**src/common/nacc_consts.svh**
```systemverilog
// constants for the nibble accumulator and decimal converter
`ifndef NACC_CONSTS_SVH
`define NACC_CONSTS_SVH
`define NACC_NIB_W        4
`define NACC_ACC_W        24
`define NACC_GROUPS       6
`define NACC_DIGITS       8
`define NACC_BCD_W        32
`define NACC_FIFO_DEPTH   4
`define NACC_ACC_RST      24'h000000
`define NACC_BCD_RST      32'h00000000
`define NACC_CORR_LIMIT   4'h5
`define NACC_CORR_ADD     4'h3
`define NACC_DIGIT_MAX    4'h9
`define NACC_FULL_BITS    5'h18
`define NACC_GRP_MIN      3'h1
`define NACC_GRP_MAX      3'h6
`endif

```
**src/common/nacc_pkg.sv**
```systemverilog
// types shared by the accumulator and converter
package nacc_pkg;
   typedef enum logic [4:0] {
      ST_LOAD  = 5'h01,
      ST_CLEAR = 5'h02,
      ST_ADD   = 5'h04,
      ST_SHIFT = 5'h08,
      ST_DONE  = 5'h10
   } conv_state_e;
endpackage

```
**src/hw/nibble_accumulator_bcd_converter.sv**
```systemverilog
// nibble accumulating shift register with shift-and-add-three decimal converter
`include "nacc_consts.svh"

// Summary of operation
// - the collected word lives in a 24-stage shift register with nibble parallel loads.
// - normal order puts each following channel in the next four stages, six in all.
// - normal order makes the first channel the least significant nibble.
// - reversed order puts the first channel in the last four stages, then downward.
// - a static order switch picks which group each level load addresses.
// - the controller's word reset pulse clears all twenty-four stages.
// - each strobed level value loads into the group selected for that load.
// - after the last nibble loads, the word shifts serially into the converter.
// - each shift moves the accumulator one stage and one bit into the converter.
// - the last accumulator stage, the most significant bit, enters first.
// - the converter holds each decimal digit as its own 8-4-2-1 nibble.
// - a conversion shift doubles the converter and inserts the bit at bottom.
// - before each shift, digits of five or more get three added, no carry.
// - one correct-then-shift step per bit; a full word takes 24 steps.
// - the converter has eight digits, enough for any 24-bit value.
// - msb-first converts four bits per channel; lsb-first always converts 24.
// - a single print pulse is issued when conversion finishes.
module nibble_accumulator_bcd_converter (
   input  wire logic                      clk,
   input  wire logic                      arst_n,
   input  wire logic                      order_msb_first,
   input  wire logic [2:0]                chan_count,
   input  wire logic                      word_reset,
   input  wire logic                      level_valid,
   output logic                           level_ready,
   input  wire logic [`NACC_NIB_W-1:0]    level_data,
   output logic [`NACC_BCD_W-1:0]         bcd_value,
   output logic                           print_pulse,
   output logic                           busy,
   output logic [2:0]                     groups_loaded
);
   typedef struct packed {
      nacc_pkg::conv_state_e     state;
      logic [`NACC_ACC_W-1:0]    acc;
      logic [`NACC_BCD_W-1:0]    bcd;
      logic [2:0]                grp;
      logic [4:0]                bits;
      logic                      print;
      logic                      busy;
      logic                      ord_s1;
      logic                      ord_s2;
      logic [2:0]                cnt_s1;
      logic [2:0]                cnt_s2;
      logic [4:0]                chk_shifts;
      logic [4:0]                chk_target;
      logic [`NACC_ACC_W-1:0]    chk_word;
      logic [`NACC_ACC_W-1:0]    chk_bin;
   } core_s;

   core_s                        s_r;
   core_s                        s_nxt;
   logic                         fifo_valid;
   logic                         fifo_ready;
   logic                         fifo_in_ready;
   logic [`NACC_NIB_W-1:0]       fifo_data;
   logic [2:0]                   groups_n;
   logic [2:0]                   load_pos;
   logic [4:0]                   target_bits;
   logic                         pop;
   logic [`NACC_BCD_W-1:0]       corrected;
   logic [`NACC_DIGITS-1:0]      digit_ok;
   logic [`NACC_DIGITS:0][31:0] dec_sum;

   // strobed level values queue here; back-pressure reaches the controller
   nacc_fifo #(
      .W     (`NACC_NIB_W),
      .DEPTH (`NACC_FIFO_DEPTH)
   ) u_fifo (
      .clk       (clk),
      .arst_n    (arst_n),
      .in_valid  (level_valid),
      .in_ready  (fifo_in_ready),
      .in_data   (level_data),
      .out_valid (fifo_valid),
      .out_ready (fifo_ready),
      .out_data  (fifo_data)
   );

   // clamp channel count to one..six
   always_comb begin
      if (s_r.cnt_s2 < `NACC_GRP_MIN) begin
         groups_n = `NACC_GRP_MIN;
      end else if (s_r.cnt_s2 > `NACC_GRP_MAX) begin
         groups_n = `NACC_GRP_MAX;
      end else begin
         groups_n = s_r.cnt_s2;
      end
   end

   // group addressed by the next load
   assign load_pos = s_r.ord_s2 ? (`NACC_GRP_MAX - 3'h1 - s_r.grp)
                                : s_r.grp;

   // conversion length from order and channel count
   assign target_bits = s_r.ord_s2 ? {groups_n, 2'h0} : `NACC_FULL_BITS;

   assign pop        = fifo_valid && (s_r.state == nacc_pkg::ST_LOAD)
                       && (s_r.grp < groups_n) && !word_reset;
   assign fifo_ready = pop;

   // per-digit add-three correction and range check
   genvar gi;
   assign dec_sum[`NACC_DIGITS] = 32'h00000000;
   generate
      for (gi = 0; gi < `NACC_DIGITS; gi = gi + 1) begin : g_digit
         assign corrected[gi*4 +: 4] = (s_r.bcd[gi*4 +: 4] >= `NACC_CORR_LIMIT)
                                       ? s_r.bcd[gi*4 +: 4] + `NACC_CORR_ADD
                                       : s_r.bcd[gi*4 +: 4];
         assign digit_ok[gi] = (s_r.bcd[gi*4 +: 4] <= `NACC_DIGIT_MAX);
         assign dec_sum[gi]  = (dec_sum[gi+1] * 32'h0000000A) + 32'(s_r.bcd[gi*4 +: 4]);
      end
   endgenerate

   always_comb begin
      s_nxt        = s_r;
      s_nxt.ord_s1 = order_msb_first;
      s_nxt.ord_s2 = s_r.ord_s1;
      s_nxt.cnt_s1 = chan_count;
      s_nxt.cnt_s2 = s_r.cnt_s1;
      s_nxt.print  = 1'b0;
      case (s_r.state)
         nacc_pkg::ST_LOAD: begin
            if (pop) begin
               s_nxt.acc[load_pos*4 +: 4] = fifo_data;
               s_nxt.grp                  = s_r.grp + 3'h1;
            end else if (s_r.grp >= groups_n) begin
               s_nxt.state = nacc_pkg::ST_CLEAR;
            end
         end
         nacc_pkg::ST_CLEAR: begin
            s_nxt.bcd   = `NACC_BCD_RST;
            s_nxt.bits  = target_bits;
            s_nxt.state = nacc_pkg::ST_ADD;
         end
         nacc_pkg::ST_ADD: begin
            s_nxt.bcd   = corrected;
            s_nxt.state = nacc_pkg::ST_SHIFT;
         end
         nacc_pkg::ST_SHIFT: begin
            s_nxt.acc  = {s_r.acc[`NACC_ACC_W-2:0], 1'b0};
            s_nxt.bcd  = {s_r.bcd[`NACC_BCD_W-2:0], s_r.acc[`NACC_ACC_W-1]};
            s_nxt.bits = s_r.bits - 5'h01;
            if (s_r.bits == 5'h01) begin
               s_nxt.state = nacc_pkg::ST_DONE;
               s_nxt.print = 1'b1;
            end else begin
               s_nxt.state = nacc_pkg::ST_ADD;
            end
         end
         nacc_pkg::ST_DONE: begin
            s_nxt.state = nacc_pkg::ST_DONE;
         end
         default: begin
            s_nxt.state = nacc_pkg::ST_LOAD;
         end
      endcase
      if (word_reset) begin
         s_nxt.state = nacc_pkg::ST_LOAD;
         s_nxt.acc   = `NACC_ACC_RST;
         s_nxt.grp   = 3'h0;
         s_nxt.bits  = 5'h00;
         s_nxt.print = 1'b0;
      end
      s_nxt.busy  = (s_nxt.state != nacc_pkg::ST_LOAD);
      // shadow of the converted bits for checking
      if (s_r.state == nacc_pkg::ST_CLEAR) begin
         s_nxt.chk_shifts = 5'h00;
         s_nxt.chk_target = s_r.ord_s2 ? 5'(groups_n) * 5'(`NACC_NIB_W) : `NACC_FULL_BITS;
         s_nxt.chk_word   = s_r.acc;
         s_nxt.chk_bin    = `NACC_ACC_RST;
      end else if (s_r.state == nacc_pkg::ST_SHIFT) begin
         s_nxt.chk_shifts = s_r.chk_shifts + 5'h01;
         s_nxt.chk_bin    = {s_r.chk_bin[`NACC_ACC_W-2:0], s_r.acc[`NACC_ACC_W-1]};
      end
   end

   always_ff @(posedge clk or negedge arst_n) begin
      if (!arst_n) begin
         s_r       <= '0;
         s_r.state <= nacc_pkg::ST_LOAD;
      end else begin
         s_r <= s_nxt;
      end
   end

   assign level_ready   = fifo_in_ready;
   assign bcd_value     = s_r.bcd;
   assign print_pulse   = s_r.print;
   assign busy          = s_r.busy;
   assign groups_loaded = s_r.grp;
endmodule

```
**src/hw/nacc_fifo.sv**
```systemverilog
// small valid/ready fifo
module nacc_fifo #(
   parameter int W     = 4,
   parameter int DEPTH = 4
) (
   input  wire logic         clk,
   input  wire logic         arst_n,
   input  wire logic         in_valid,
   output logic              in_ready,
   input  wire logic [W-1:0] in_data,
   output logic              out_valid,
   input  wire logic         out_ready,
   output logic [W-1:0]      out_data
);
   localparam int PW = (DEPTH > 1) ? $clog2(DEPTH) : 1;
   localparam int CW = $clog2(DEPTH + 1);

   typedef struct packed {
      logic [DEPTH-1:0][W-1:0] mem;
      logic [PW-1:0]           wr;
      logic [PW-1:0]           rd;
      logic [CW-1:0]           cnt;
      logic                    rdy;
   } fifo_s;

   fifo_s s_r;
   fifo_s s_nxt;
   logic  push;
   logic  pop;

   assign push      = in_valid && s_r.rdy;
   assign pop       = out_ready && (s_r.cnt != '0);
   assign in_ready  = s_r.rdy;
   assign out_valid = (s_r.cnt != '0);
   assign out_data  = s_r.mem[s_r.rd];

   always_comb begin
      s_nxt = s_r;
      if (push) begin
         s_nxt.mem[s_r.wr] = in_data;
         s_nxt.wr = (s_r.wr == PW'(DEPTH - 1)) ? '0 : s_r.wr + 1'b1;
      end
      if (pop) begin
         s_nxt.rd = (s_r.rd == PW'(DEPTH - 1)) ? '0 : s_r.rd + 1'b1;
      end
      if (push && !pop) begin
         s_nxt.cnt = s_r.cnt + 1'b1;
      end else if (pop && !push) begin
         s_nxt.cnt = s_r.cnt - 1'b1;
      end
      s_nxt.rdy = (s_nxt.cnt != CW'(DEPTH));
   end

   always_ff @(posedge clk or negedge arst_n) begin
      if (!arst_n) begin
         s_r     <= '0;
         s_r.rdy <= 1'b1;
      end else begin
         s_r <= s_nxt;
      end
   end
endmodule

```
**config.mk**
```make
export PLATFORM = sky130hd
export DESIGN_NAME = nibble_accumulator_bcd_converter
export DESIGN_NICKNAME = d
export VERILOG_FILES = /design/src/common/nacc_pkg.sv /design/src/hw/nibble_accumulator_bcd_converter.sv /design/src/hw/nacc_fifo.sv
export VERILOG_INCLUDE_DIRS = /design/src /design/src/common
export SDC_FILE = /design/constraint.sdc
export NUM_CORES = 1
export LEC_CHECK = 0
export ABC_AREA = 0
export BUFFER_PORTS_ARGS = -buffer_cell sky130_fd_sc_hd__buf_2
export CAP_MARGIN = 30
export CORE_ASPECT_RATIO = 1.75
export CORE_UTILIZATION = 50
export DETAILED_ROUTE_END_ITERATION = 16
export PLACE_DENSITY = 0.74
export SKIP_LAST_GASP = 1
export SYNTH_ARGS = -nofsm -noshare
export SYNTH_HDL_FRONTEND = slang
export SYNTH_HIERARCHICAL = 1
export SYNTH_SLANG_ARGS = --single-unit
```
**constraint.sdc**
```tcl
create_clock -name clk -period 2.39 [get_ports clk]
set_clock_uncertainty 0.15 [all_clocks]
set_input_delay 0.239 -clock clk [delete_from_list [all_inputs] [get_ports clk]]
set_output_delay 0.239 -clock clk [all_outputs]
set_load 0.05 [all_outputs]
```
Yosys cells after proc, flatten, opt, wreduce, memory -nomap -nowiden
Index checks and enable logic that the tools add are counted.
- bits in registers: 103
- output and inout port bits: 38
- word-level logic and storage cells: 141
- add/sub/neg operators: 16
- magnitude comparators: 15
- equality and inequality tests: 19
- shifts and indexed selects: 2
- muxes and demuxes: 36
- reductions and logical operators: 27
- operators by type and width (cell ; count):
    $pmux W32 S3 ; 1
    $pmux W24 S2 ; 1
    $mux W4 ; 10
    $neg A5 Y34 ; 1
    $shift A4 B34 Y24 const A ; 1
    $shiftx A4 B34 Y24 ; 1
    $add A4 B2 Y4 const B ; 8
    $ge A4 B3 Y1 const B ; 8
    $mux W29 ; 1
    $pmux W5 S5 ; 1
    $bwmux W24 ; 1
    $mux W24 ; 1
    $mux W3 ; 7
    $mux W5 ; 4
    $reduce_and A2 Y1 ; 10
    $bwmux W16 ; 1
    $ne A2 B2 Y1 const B ; 8
    $reduce_bool A3 Y1 ; 4
    $eq A5 B1 Y1 const B ; 2
    $pmux W5 S2 ; 1
    $mux W9 ; 1
    $bmux W4 S2 ; 1
    $demux W4 S2 ; 1
    $logic_and A1 B1 Y1 ; 8
    23 further kinds ; 32

Depth between registers and ports, before layout
Gate-level depths: netlist (run 1).
- depth after elaboration: 11
- mapped depth: 10

Modules after synthesis
The synthesis (run 1) kept the hierarchy.
- modules (own cells, without submodules) (module ; instances ; cells each ; area an instance (sq um) ; sequential area each (sq um)):
    nibble_accumulator_bcd_converter ; 1 ; 487 ; 4827.1 ; 1978.1
    nacc_fifo ; 1 ; 93 ; 1237.4 ; 601.8

Worst setup path before layout (run 1)
OpenSTA, ideal clock, no wires.
- path kind: register to register
- start: register s_r (netlist bit groups_loaded[2])
- end: register u_fifo.s_r (netlist bit u_fifo/in_ready)
- setup time: 72 ps
- data arrival time: 2213 ps
- required time: 2168 ps
- slack: -44 ps
- stages on the path, launching flop included: 10
- path buffers: 0
- period minus slack after synthesis: 2434 ps
- cells stage by stage: dfrtp_1 ha_1 nand2_1 o2111ai_2 or2_2 nor2_1 nor2b_1 nor4b_1 a211o_1 o21ai_1
- RTL lines (what ; line ; text):
    from (decl) ; nibble_accumulator_bcd_converter.sv:54 ; core_s s_r;
    from (signal assigned) ; nibble_accumulator_bcd_converter.sv:186 ; s_r <= s_nxt;
    to (signal assigned) ; nacc_fifo.sv:59 ; s_r <= s_nxt;
    to (decl) ; nacc_fifo.sv:26 ; fifo_s s_r;

Worst setup path in the final report (run 1)
- start: register s_r[60] (netlist name)
- end: register s_r[117] (netlist name)
- word-level cells in the longest chain between the ends: 8
- ends and longest elaborated chain (what ; line ; text):
    $gt A3 B3 Y1 (no line) ; - ;
    $mux W3 ; nibble_accumulator_bcd_converter.sv:87 ; end else if (s_r.cnt_s2 > `NACC_GRP_MAX) begin
    $mux W3 * ; nibble_accumulator_bcd_converter.sv:85 ; if (s_r.cnt_s2 < `NACC_GRP_MIN) begin
    $lt A3 B3 Y1 * ; nibble_accumulator_bcd_converter.sv:102 ; && (s_r.grp < groups_n) && !word_reset;
    $logic_and A1 B1 Y1 * (2 in a row) ; nibble_accumulator_bcd_converter.sv:102 ;
    $ne A3 B2 Y1 (no line) * ; - ;
    $reduce_and A2 Y1 (no line) * ; - ;
Every way passes the cells marked *; elsewhere a longest branch is shown, timed or not.
A chain may end at the register's enable or synchronous reset.

==> results.toml, run 1 <==
[timing]
relSlewSlack = 0.655
period_share = 1.02
setup_violations = 8
timing.fmax_mhz = 411
worstMarginPinSlew_ps = 514
slew_viol_final = 0
fin_hold_ws_ps = 18.6
fin_ws_ps = -42.1
hold_viol = 0
post-route-min-period_ps = 2430
rsz0062_at_grt = "yes"

[synthesis]
synth.avg_cell_area_um2 = 10.5
async_flop_share = 1.00
synth_flop_cell = "dfrtp_1"
synth_warnings = 6
netlist_area_um2 = 6060
syn_nets = 624
synth_top_area_share = 0.417
synth_top_cell_by_area = "dfrtp_1"
synth_cells = 580
synth_area_leaders = "dfrtp_1 42%, mux2_2 7.2%, ha_1 6.6%"
synth_cell_types = 62
synth_seq_cells = 103
synth_edf_count = 0
seq_area_frac_synth = 0.425
synth_most_common_cell = "dfrtp_1"
synth_common_cells = "101 x dfrtp_1, 44 x nor2_1, 39 x mux2_2, 37 x buf_4, 34 x a21oi_1"

[power_and_ir_drop]
p_clk_frac = 0.212
p_sw_frac = 0.377
power_leakage_uw = 0.00307
p_int_uw = 3920
vdd_drop_max_uv = 707
total_power_uw = 6290
pwr-share-seq = 0.379
combPwrFrac = 0.409
p_switching_uw = 2370
powerDensity_nw_per_um2 = 934

[global_route]
grt_overflow_total = 0
antenna_found_initial = 0
grt_pass1_vias = 4523
grt_pass1_wl_mm = 21.4
grt.total_usage = 0.214
grt_max_degree = 45

[cts]
clk_path_buf_depth = 2
path_clk_slew_ps = 60
htree_num_levels = 3
cts.sinks = 103
cts_root_buffer = "clkbuf_16"
insertion_delay_ps = 340
cts_buffers = 9
cts_tree = "built"

[setup_path]
crit_required_ps = 2460
cp-start-kind = "flip-flop"
slowest_delay_ps = 430
cp.arrival_ps = 2510
crit_fanout = 5
path_cells = "inv_2, maj3_2, ha_4, o2111ai_4, or3_4, o31ai_4, mux2_2"
critical_path_class = "reg -> reg"
critPathCaptureType = "flip-flop"
cp_slowest_cell = "or3_4"

[routing]
antenna_left = 0
drc = 0
vias = 4430
via_per_inst = 5.88
wirelength_mm = 12.7
wire_per_inst_um = 16.9
first_iter_violations = 236
dr.pass1.iters = 4

[layout]
fin_util = 0.575
fin_nets = 658
drive_above_1_share = 0.284
final_cells = 754
areaGrowthSynthToFinish_pct = 11.1
n_antenna_cell = 0

[floorplan]
fp.dieW_um = 85.3
start_util = 0.518
die_h_um = 148
rows = 52
io_pins = 50
dieArea_um2 = 12600
core_area_um2 = 11700

[worst_hold_path]
hold_class = "in -> reg"

[placed_design]
io_buffers = 49
place_congestion = 0.827
dp_hpwl_mm = 9.12
place_inst = 732
place_ws_ps = -70.4

[job]
maxCapViolCount = 0

[run_status]
status = "complete, but fails checks"
violations = "negative setup slack"
[power by group through the flow]
stage | Combinational (uW) | Sequential (uW) | Clock, uW
finish | 2570 | 2380 | 1340
global placement | 2330 | 2380 | 0
floorplan | 1870 | 2380 | 0
detailed placement | 2440 | 2410 | 0
global route | 2830 | 2430 | 1430
CTS | 2490 | 2380 | 1370
[flip-flops by register name, summed over array words and instances, names as in the netlist]
register         flops
busy                 1
print_pulse          1
groups_loaded        3
bcd_value           32
u_fifo/in_ready      1
u_fifo/s_r          23
s_r                 38
s_nxt                4
[per-layer routing]
layer	track usage	vias up	wire length, um
met1	0.230	2186	4910
met3	0.0257	21	294
li1	-	2148	-
met5	0	-	0
met4	0.0942	0	344
met2	0.412	75	7170
[through the flow]
step | instance area [um2] | setup TNS [ps]
2_1_floorplan | 6100 | 0
3_3_place_gp | 6330 | -61.0
3_5_place_dp | 6330 | -788
4_1_cts | 6670 | -110
5_1_grt | 6740 | -1320
6_report | 6740 | -237
[final timing paths]
check | cells past startpoint | slack (ps) | start | endpoint
setup / recovery | 7 | -40 | s_r[60] | s_r[117]
hold / removal | 2 | 20 | level_data[1] | u_fifo/s_r[21]
setup reg to reg | 7 | -40 | s_r[60] | s_r[117]
hold reg to reg | 0 | 200 | s_nxt[64] | s_r[64]
max in group asynchronous | 3 | 1060 | arst_n | u_fifo/in_ready
min in group asynchronous | 2 | 250 | arst_n | bcd_value[15]
[worst max-delay path, delay by kind of cell, from the launching register on]
| family | cells | cell delay [ps] |
|---|---|---|
| compound gates | 2 | 480 |
| fa+ha+maj | 2 | 400 |
| simple gates | 1 | 430 |
| flops | 1 | 400 |
| mux | 1 | 380 |
| buf+inv | 1 | 70 |
[logic make-up after synthesis]
family          after synthesis  synth area share
simple gates                131             0.114
buf+inv                      87            0.0844
compound gates              168             0.198
flops                       103             0.425
mux                          48            0.0959
fa+ha+maj                    34            0.0695
xor+xnor                      9            0.0130
[cell type report]
type                       instances  area (um2)
clock buffer                      11         233
inverter                          31         116
sequential                       103        2580
clock inverter                     5        33.8
fill                             985        4970
tap                              135         169
multi-input combinational        390        3100
timing repair buffer              79         510
[placed cells by master, fill, tap and decap left out, types with 5 or more instances in the layout]
cell type / netlist / layout
a22oi_1: 8 / 8
a31oi_1: 5 / 5
nor3_1: 9 / 8
and3_1: 6 / 6
buf_2: 3 / 48
o2bb2ai_1: 12 / 12
a21o_1: 16 / 16
mux2_2: 39 / 37
o21ai_0: 28 / 28
and2_2: 5 / 5
buf_4: 37 / 24
nand3_1: 6 / 6
xnor2_1: 6 / 5
clkbuf_16: 0 / 9
a22o_1: 10 / 10
ha_1: 32 / 29
a32o_1: 16 / 16
dfrtp_1: 101 / 100
nor2_1: 44 / 41
nand2_1: 26 / 24
o31ai_1: 8 / 8
a21oi_1: 34 / 33
nand2b_1: 10 / 10
o22ai_1: 10 / 10
dlygate4sd3_1: 0 / 5
o32ai_1: 7 / 7
inv_1: 31 / 29
[repair_timing]
item / in CTS / in global routing
hold buffers: 5 / 0
setup buffers: 0 / 1
endpoints found under the setup margin: 26 / 26
hold endpoints to repair: 39 / 0
pin swaps: 4 / 6
gates resized for setup: 8 / 16
(Power assumes the default switching activity.)
==> run 2: changes to the inputs <==
==> constraint.sdc (replaced) <==
create_clock -name clk -period 2.1 [get_ports clk]
set_clock_uncertainty 0.15 [all_clocks]
set_input_delay 0.21 -clock clk [delete_from_list [all_inputs] [get_ports clk]]
set_output_delay 0.21 -clock clk [all_outputs]
set_load 0.05 [all_outputs]
==> results.toml, run 2 (same netlist as run 1, synthesis figures left out) <==
[power_and_ir_drop]
powerDensity_nw_per_um2 = 1110
power_leakage_uw = 0.00335
total_power_uw = 8110
vdd_drop_max_uv = 1010

[routing]
wirelength_mm = 13.1
antenna_left = 0
wire_per_inst_um = 16.5
dr.pass1.iters = 4
drc = 0
first_iter_violations = 257
vias = 4667
via_per_inst = 5.86

[setup_path]
r2r-end = "s_r[116]"
reg2reg_slack_ps = -280
crit_required_ps = 2170
critPathTopFamily = "compound AO/OA/AOI/OAI gates"
timing.rr.start = "s_r[59]"
cp.arrival_ps = 2460
path_cells = "inv_2, maj3_2, ha_4, o2111ai_4, or3_4, o31ai_4, mux2_4"
cp_slowest_cell = "or3_4"
cp-start-kind = "flip-flop"
crit_fanout = 4
slowest_delay_ps = 450
path_buf_inv = 1
critPathCaptureType = "flip-flop"
reg2reg_depth = 7
critical_path_class = "reg -> reg"

[floorplan]
fp.dieW_um = 85.3
dieArea_um2 = 12600
io_pins = 50
die_h_um = 148
start_util = 0.518
rows = 52
core_area_um2 = 11700

[timing]
setup_violations = 29
timing.fmax_mhz = 419
period_share = 1.14
fin_ws_ps = -284
relSlewSlack = 0.622
hold_viol = 0
post-route-min-period_ps = 2380
slew_viol_final = 0
rsz0062_at_grt = "yes"
worstMarginPinSlew_ps = 567

[cts]
cts_tree = "built"
cts_root_buffer = "clkbuf_16"
clk_path_buf_depth = 2
cts_buffers = 9
htree_num_levels = 3
cts.sinks = 103
path_clk_slew_ps = 70
insertion_delay_ps = 340

[job]
maxCapViolCount = 0

[layout]
final_cell_mix = "97 x dfrtp_1, 58 x buf_4, 48 x buf_2"
areaGrowthSynthToFinish_pct = 20.8
fin_nets = 700
n_antenna_cell = 0
regArea_um2 = 2580
largest_reg_flops = 38
regMostFlops = "s_r"
stdcell_area_um2 = 7320
multi_input_area_um2 = 3300
layout_commonest_cell = "dfrtp_1"
drive_above_1_share = 0.356
n_fill_cell = 900
fin_util = 0.625

[worst_hold_path]
hold_path_startpoint = "word_reset"
hold_end = "s_r[69]"
min_path_cells = 2
hold_class = "in -> reg"

[global_route]
grt.total_usage = 0.218
grt_overflow_total = 0
grt_max_degree = 49
antenna_found_initial = 0
grt_pass1_vias = 4855
grt_pass1_wl_mm = 22.0

[placed_design]
dp_hpwl_mm = 9.39
place_ws_ps = -353
postPlaceCellArea_um2 = 6720
io_buffers = 49
place_congestion = 0.841

[run_status]
violations = "negative setup slack"
status = "complete, but fails checks"
==> run 2: cell types whose count changed in the layout (fill, tap and decap cells not counted), sizes merged <==
| cell | change |
|---|---|
| buf | +38 |
| bufinv | +1 |
| clkinvlp | -1 |
| dlygate4sd3 | +4 |
==> run 2: area by class of cell <==
type,instances,area share
multi-input combinational,390,0.450
sequential,103,0.353
timing repair buffer,121,0.117
clock buffer,11,0.0331
tap,135,0.0231
inverter,31,0.0159
clock inverter,5,0.00769
==> run 2: routing by layer <==
layer | vias up | wire [um] | track usage | part of all wire
li1 | 2227 | - | - | -
met5 | - | 0 | 0 | 0
met1 | 2326 | 5160 | 0.232 | 0.39
met2 | 86 | 7340 | 0.417 | 0.56
met3 | 28 | 289 | 0.0324 | 0.022
met4 | 0 | 354 | 0.0975 | 0.027
==> run 2: power breakdown <==
| part | internal, uW | leakage [uW] | switching [uW] | total, uW |
|---|---|---|---|---|
| Combinational | 1800 | 0.00185 | 1930 | 3730 |
| Sequential | 2390 | 0.00135 | 313 | 2700 |
| Clock | 957 | 0.000146 | 718 | 1670 |
==> run 2: worst max-delay path by stage <==
stage                       start       end  slack [ps]  depth (start not counted)
after global placement    s_r[59]  s_r[127]        -270                          7
after floorplan           s_r[59]  s_r[124]        -250                          7
final                     s_r[59]  s_r[116]        -280                          7
after CTS                 s_r[59]  s_r[116]        -280                          7
after detailed placement  s_r[59]  s_r[124]        -350                          7
after global routing      s_r[60]  s_r[116]        -370                          7
==> run 2: metrics by stage <==
stage	cells	hold WS, ps	setup TNS, ps
CTS	792	140	-5650
finish	796	156	-5580
global placement	766	91.1	-5990
global route	796	158	-7910
floorplan	580	-236	-2440
detailed placement	766	90.4	-7300
==> run 2: timing repair <==
| action | 4_1_cts | 5_1_grt |
|---|---|---|
| endpoints found under the setup margin | 30 | 42 |
| endpoints found under the hold margin | 56 | 0 |
| pin swaps | 6 | 14 |
| setup buffers | 2 | 4 |
| resized for setup | 19 | 19 |
| hold buffers | 9 | 0 |
==> run 3: changes to the inputs <==
--- a/config.mk
+++ b/config.mk
@@ -11,8 +11,9 @@
 export CAP_MARGIN = 30
 export CORE_ASPECT_RATIO = 1.75
 export CORE_UTILIZATION = 50
+export CTS_BUF_LIST = sky130_fd_sc_hd__clkbuf_8
 export DETAILED_ROUTE_END_ITERATION = 16
-export PLACE_DENSITY = 0.74
+export PLACE_DENSITY = 0.78
 export SKIP_LAST_GASP = 1
 export SYNTH_ARGS = -nofsm -noshare
 export SYNTH_HDL_FRONTEND = slang
==> results.toml, run 3 (same netlist as run 1, synthesis figures left out) <==
[cts]
cts_root_buffer = "clkbuf_8"
cts.sinks = 103
clk_path_buf_depth = 2
cts_tree = "built"
insertion_delay_ps = 390
htree_num_levels = 3
cts_buffers = 9
path_clk_slew_ps = 90

[timing]
setup_violations = 30
fin_ws_ps = -282
period_share = 1.13
final.setup.tns_ps = -6060
post-route-min-period_ps = 2380
worstMarginPinSlew_ps = 550
slew_viol_final = 0
hold_viol = 0
relSlewSlack = 0.633
timing.fmax_mhz = 420
rsz0062_at_grt = "yes"

[power_and_ir_drop]
p_switching_uw = 3020
pwr-share-seq = 0.341
p_int_uw = 4920
p_clk_frac = 0.173
p_sw_frac = 0.380
powerDensity_nw_per_um2 = 1090
combPwrFrac = 0.486
power_leakage_uw = 0.00332
vdd_drop_max_uv = 870

[run_status]
violations = "negative setup slack"
status = "complete, but fails checks"

[layout]
largest_reg_flops = 38
fin_nets = 698
regMostFlops = "s_r"
fin_util = 0.622
drive_above_1_share = 0.355
layout_commonest_cell = "dfrtp_1"
n_fill_cell = 908
n_antenna_cell = 0
final_cell_mix = "97 x dfrtp_1, 52 x buf_4, 48 x buf_2"
areaGrowthSynthToFinish_pct = 20.1

[floorplan]
fp.dieW_um = 85.3
io_pins = 50
rows = 52
core_area_um2 = 11700
start_util = 0.518
die_h_um = 148
dieArea_um2 = 12600

[global_route]
grt_pass1_wl_mm = 23.3
grt.total_usage = 0.232
grt_max_degree = 41
grt_pass1_vias = 5045
antenna_found_initial = 0
grt_overflow_total = 0

[setup_path]
crit_required_ps = 2220
critPathTopFamily = "simple AND/OR/NAND/NOR gates"
cp_slowest_cell = "or3_4"
path_cells = "inv_2, maj3_2, ha_4, o2111ai_4, or3_4, o31ai_4, buf_6, mux2_4"
cp.arrival_ps = 2510
path_buf_inv = 2
critPathCaptureType = "flip-flop"
critical_path_class = "reg -> reg"
crit_fanout = 4
slowest_delay_ps = 460
cp-start-kind = "flip-flop"

[routing]
wirelength_mm = 13.9
via_per_inst = 5.94
dr.pass1.iters = 4
first_iter_violations = 293
vias = 4714
wire_per_inst_um = 17.5
drc = 0
antenna_left = 0

[placed_design]
place_congestion = 0.856
dp_hpwl_mm = 9.88
place_ws_ps = -323
io_buffers = 49

[job]
maxCapViolCount = 0

[worst_hold_path]
hold_class = "in -> reg"
-- run 3: final cells by class --
type	instances	area (um2)	share of cell area
clock buffers	9	124	0.0170
well taps	135	169	0.0232
repair buffers	119	877	0.120
clock inverters	7	95.1	0.0131
flip-flops and latches	103	2580	0.355
multi-input cells	390	3310	0.455
inverters	31	116	0.0160
-- run 3: worst reg2reg max path, stage by stage (launching register included) --
cell	delay, ps
dfrtp_1	390
inv_2	90
maj3_2	240
ha_4	160
o2111ai_4	140
or3_4	460
o31ai_4	210
buf_6	160
mux2_4	300
-- run 3: what timing repair did --
item | CTS | global route
setup endpoints to repair | 30 | 37
hold endpoints to repair | 56 | 0
pin swaps | 7 | 6
gates cloned | 0 | 0
hold buffers | 9 | 0
buffers inserted | 6 | 1
resized for setup | 26 | 16
-- run 3: per-stage QoR --
step           cells  total power [uW]  area (um2)  hold slack, ps
2_1_floorplan    580              4990        6220            -236
3_3_place_gp     763              5870        6710            75.0
3_5_place_dp     763              6050        6710            75.5
4_1_cts          793              7750        7190             118
5_1_grt          794              8400        7280             140
6_report         794              7930        7280             119
-- run 3: routing by layer --
layer  GRT usage  wire (um)  up-vias  share of wire
li1            -          -     2221              -
met1       0.242       5240     2350           0.38
met2       0.438       7870      103           0.56
met3      0.0324        357       40          0.026
met4       0.132        472        0          0.034
met5           0          0        -              0
-- run 3: path summary, 6_finish.rpt --
| path | start | endpoint | slack, ps | depth (start not counted) |
|---|---|---|---|---|
| max in group asynchronous | arst_n | s_r[132] | 940 | 3 |
| hold / removal | level_valid | u_fifo/s_r[7] | 120 | 3 |
| setup / recovery | s_r[59] | s_r[118] | -280 | 8 |
| setup reg to reg | s_r[59] | s_r[118] | -280 | 8 |
| min in group asynchronous | arst_n | bcd_value[10] | 180 | 2 |
| hold reg to reg | s_nxt[60] | s_r[60] | 200 | 0 |
-- run 3: power groups by stage --
stage	logic (uW)	clock network [uW]	registers [uW]
finish	3860	1380	2700
global route	4160	1480	2760
CTS	3640	1410	2700
detailed placement	3310	0	2740
global placement	3170	0	2700
floorplan	2270	0	2720
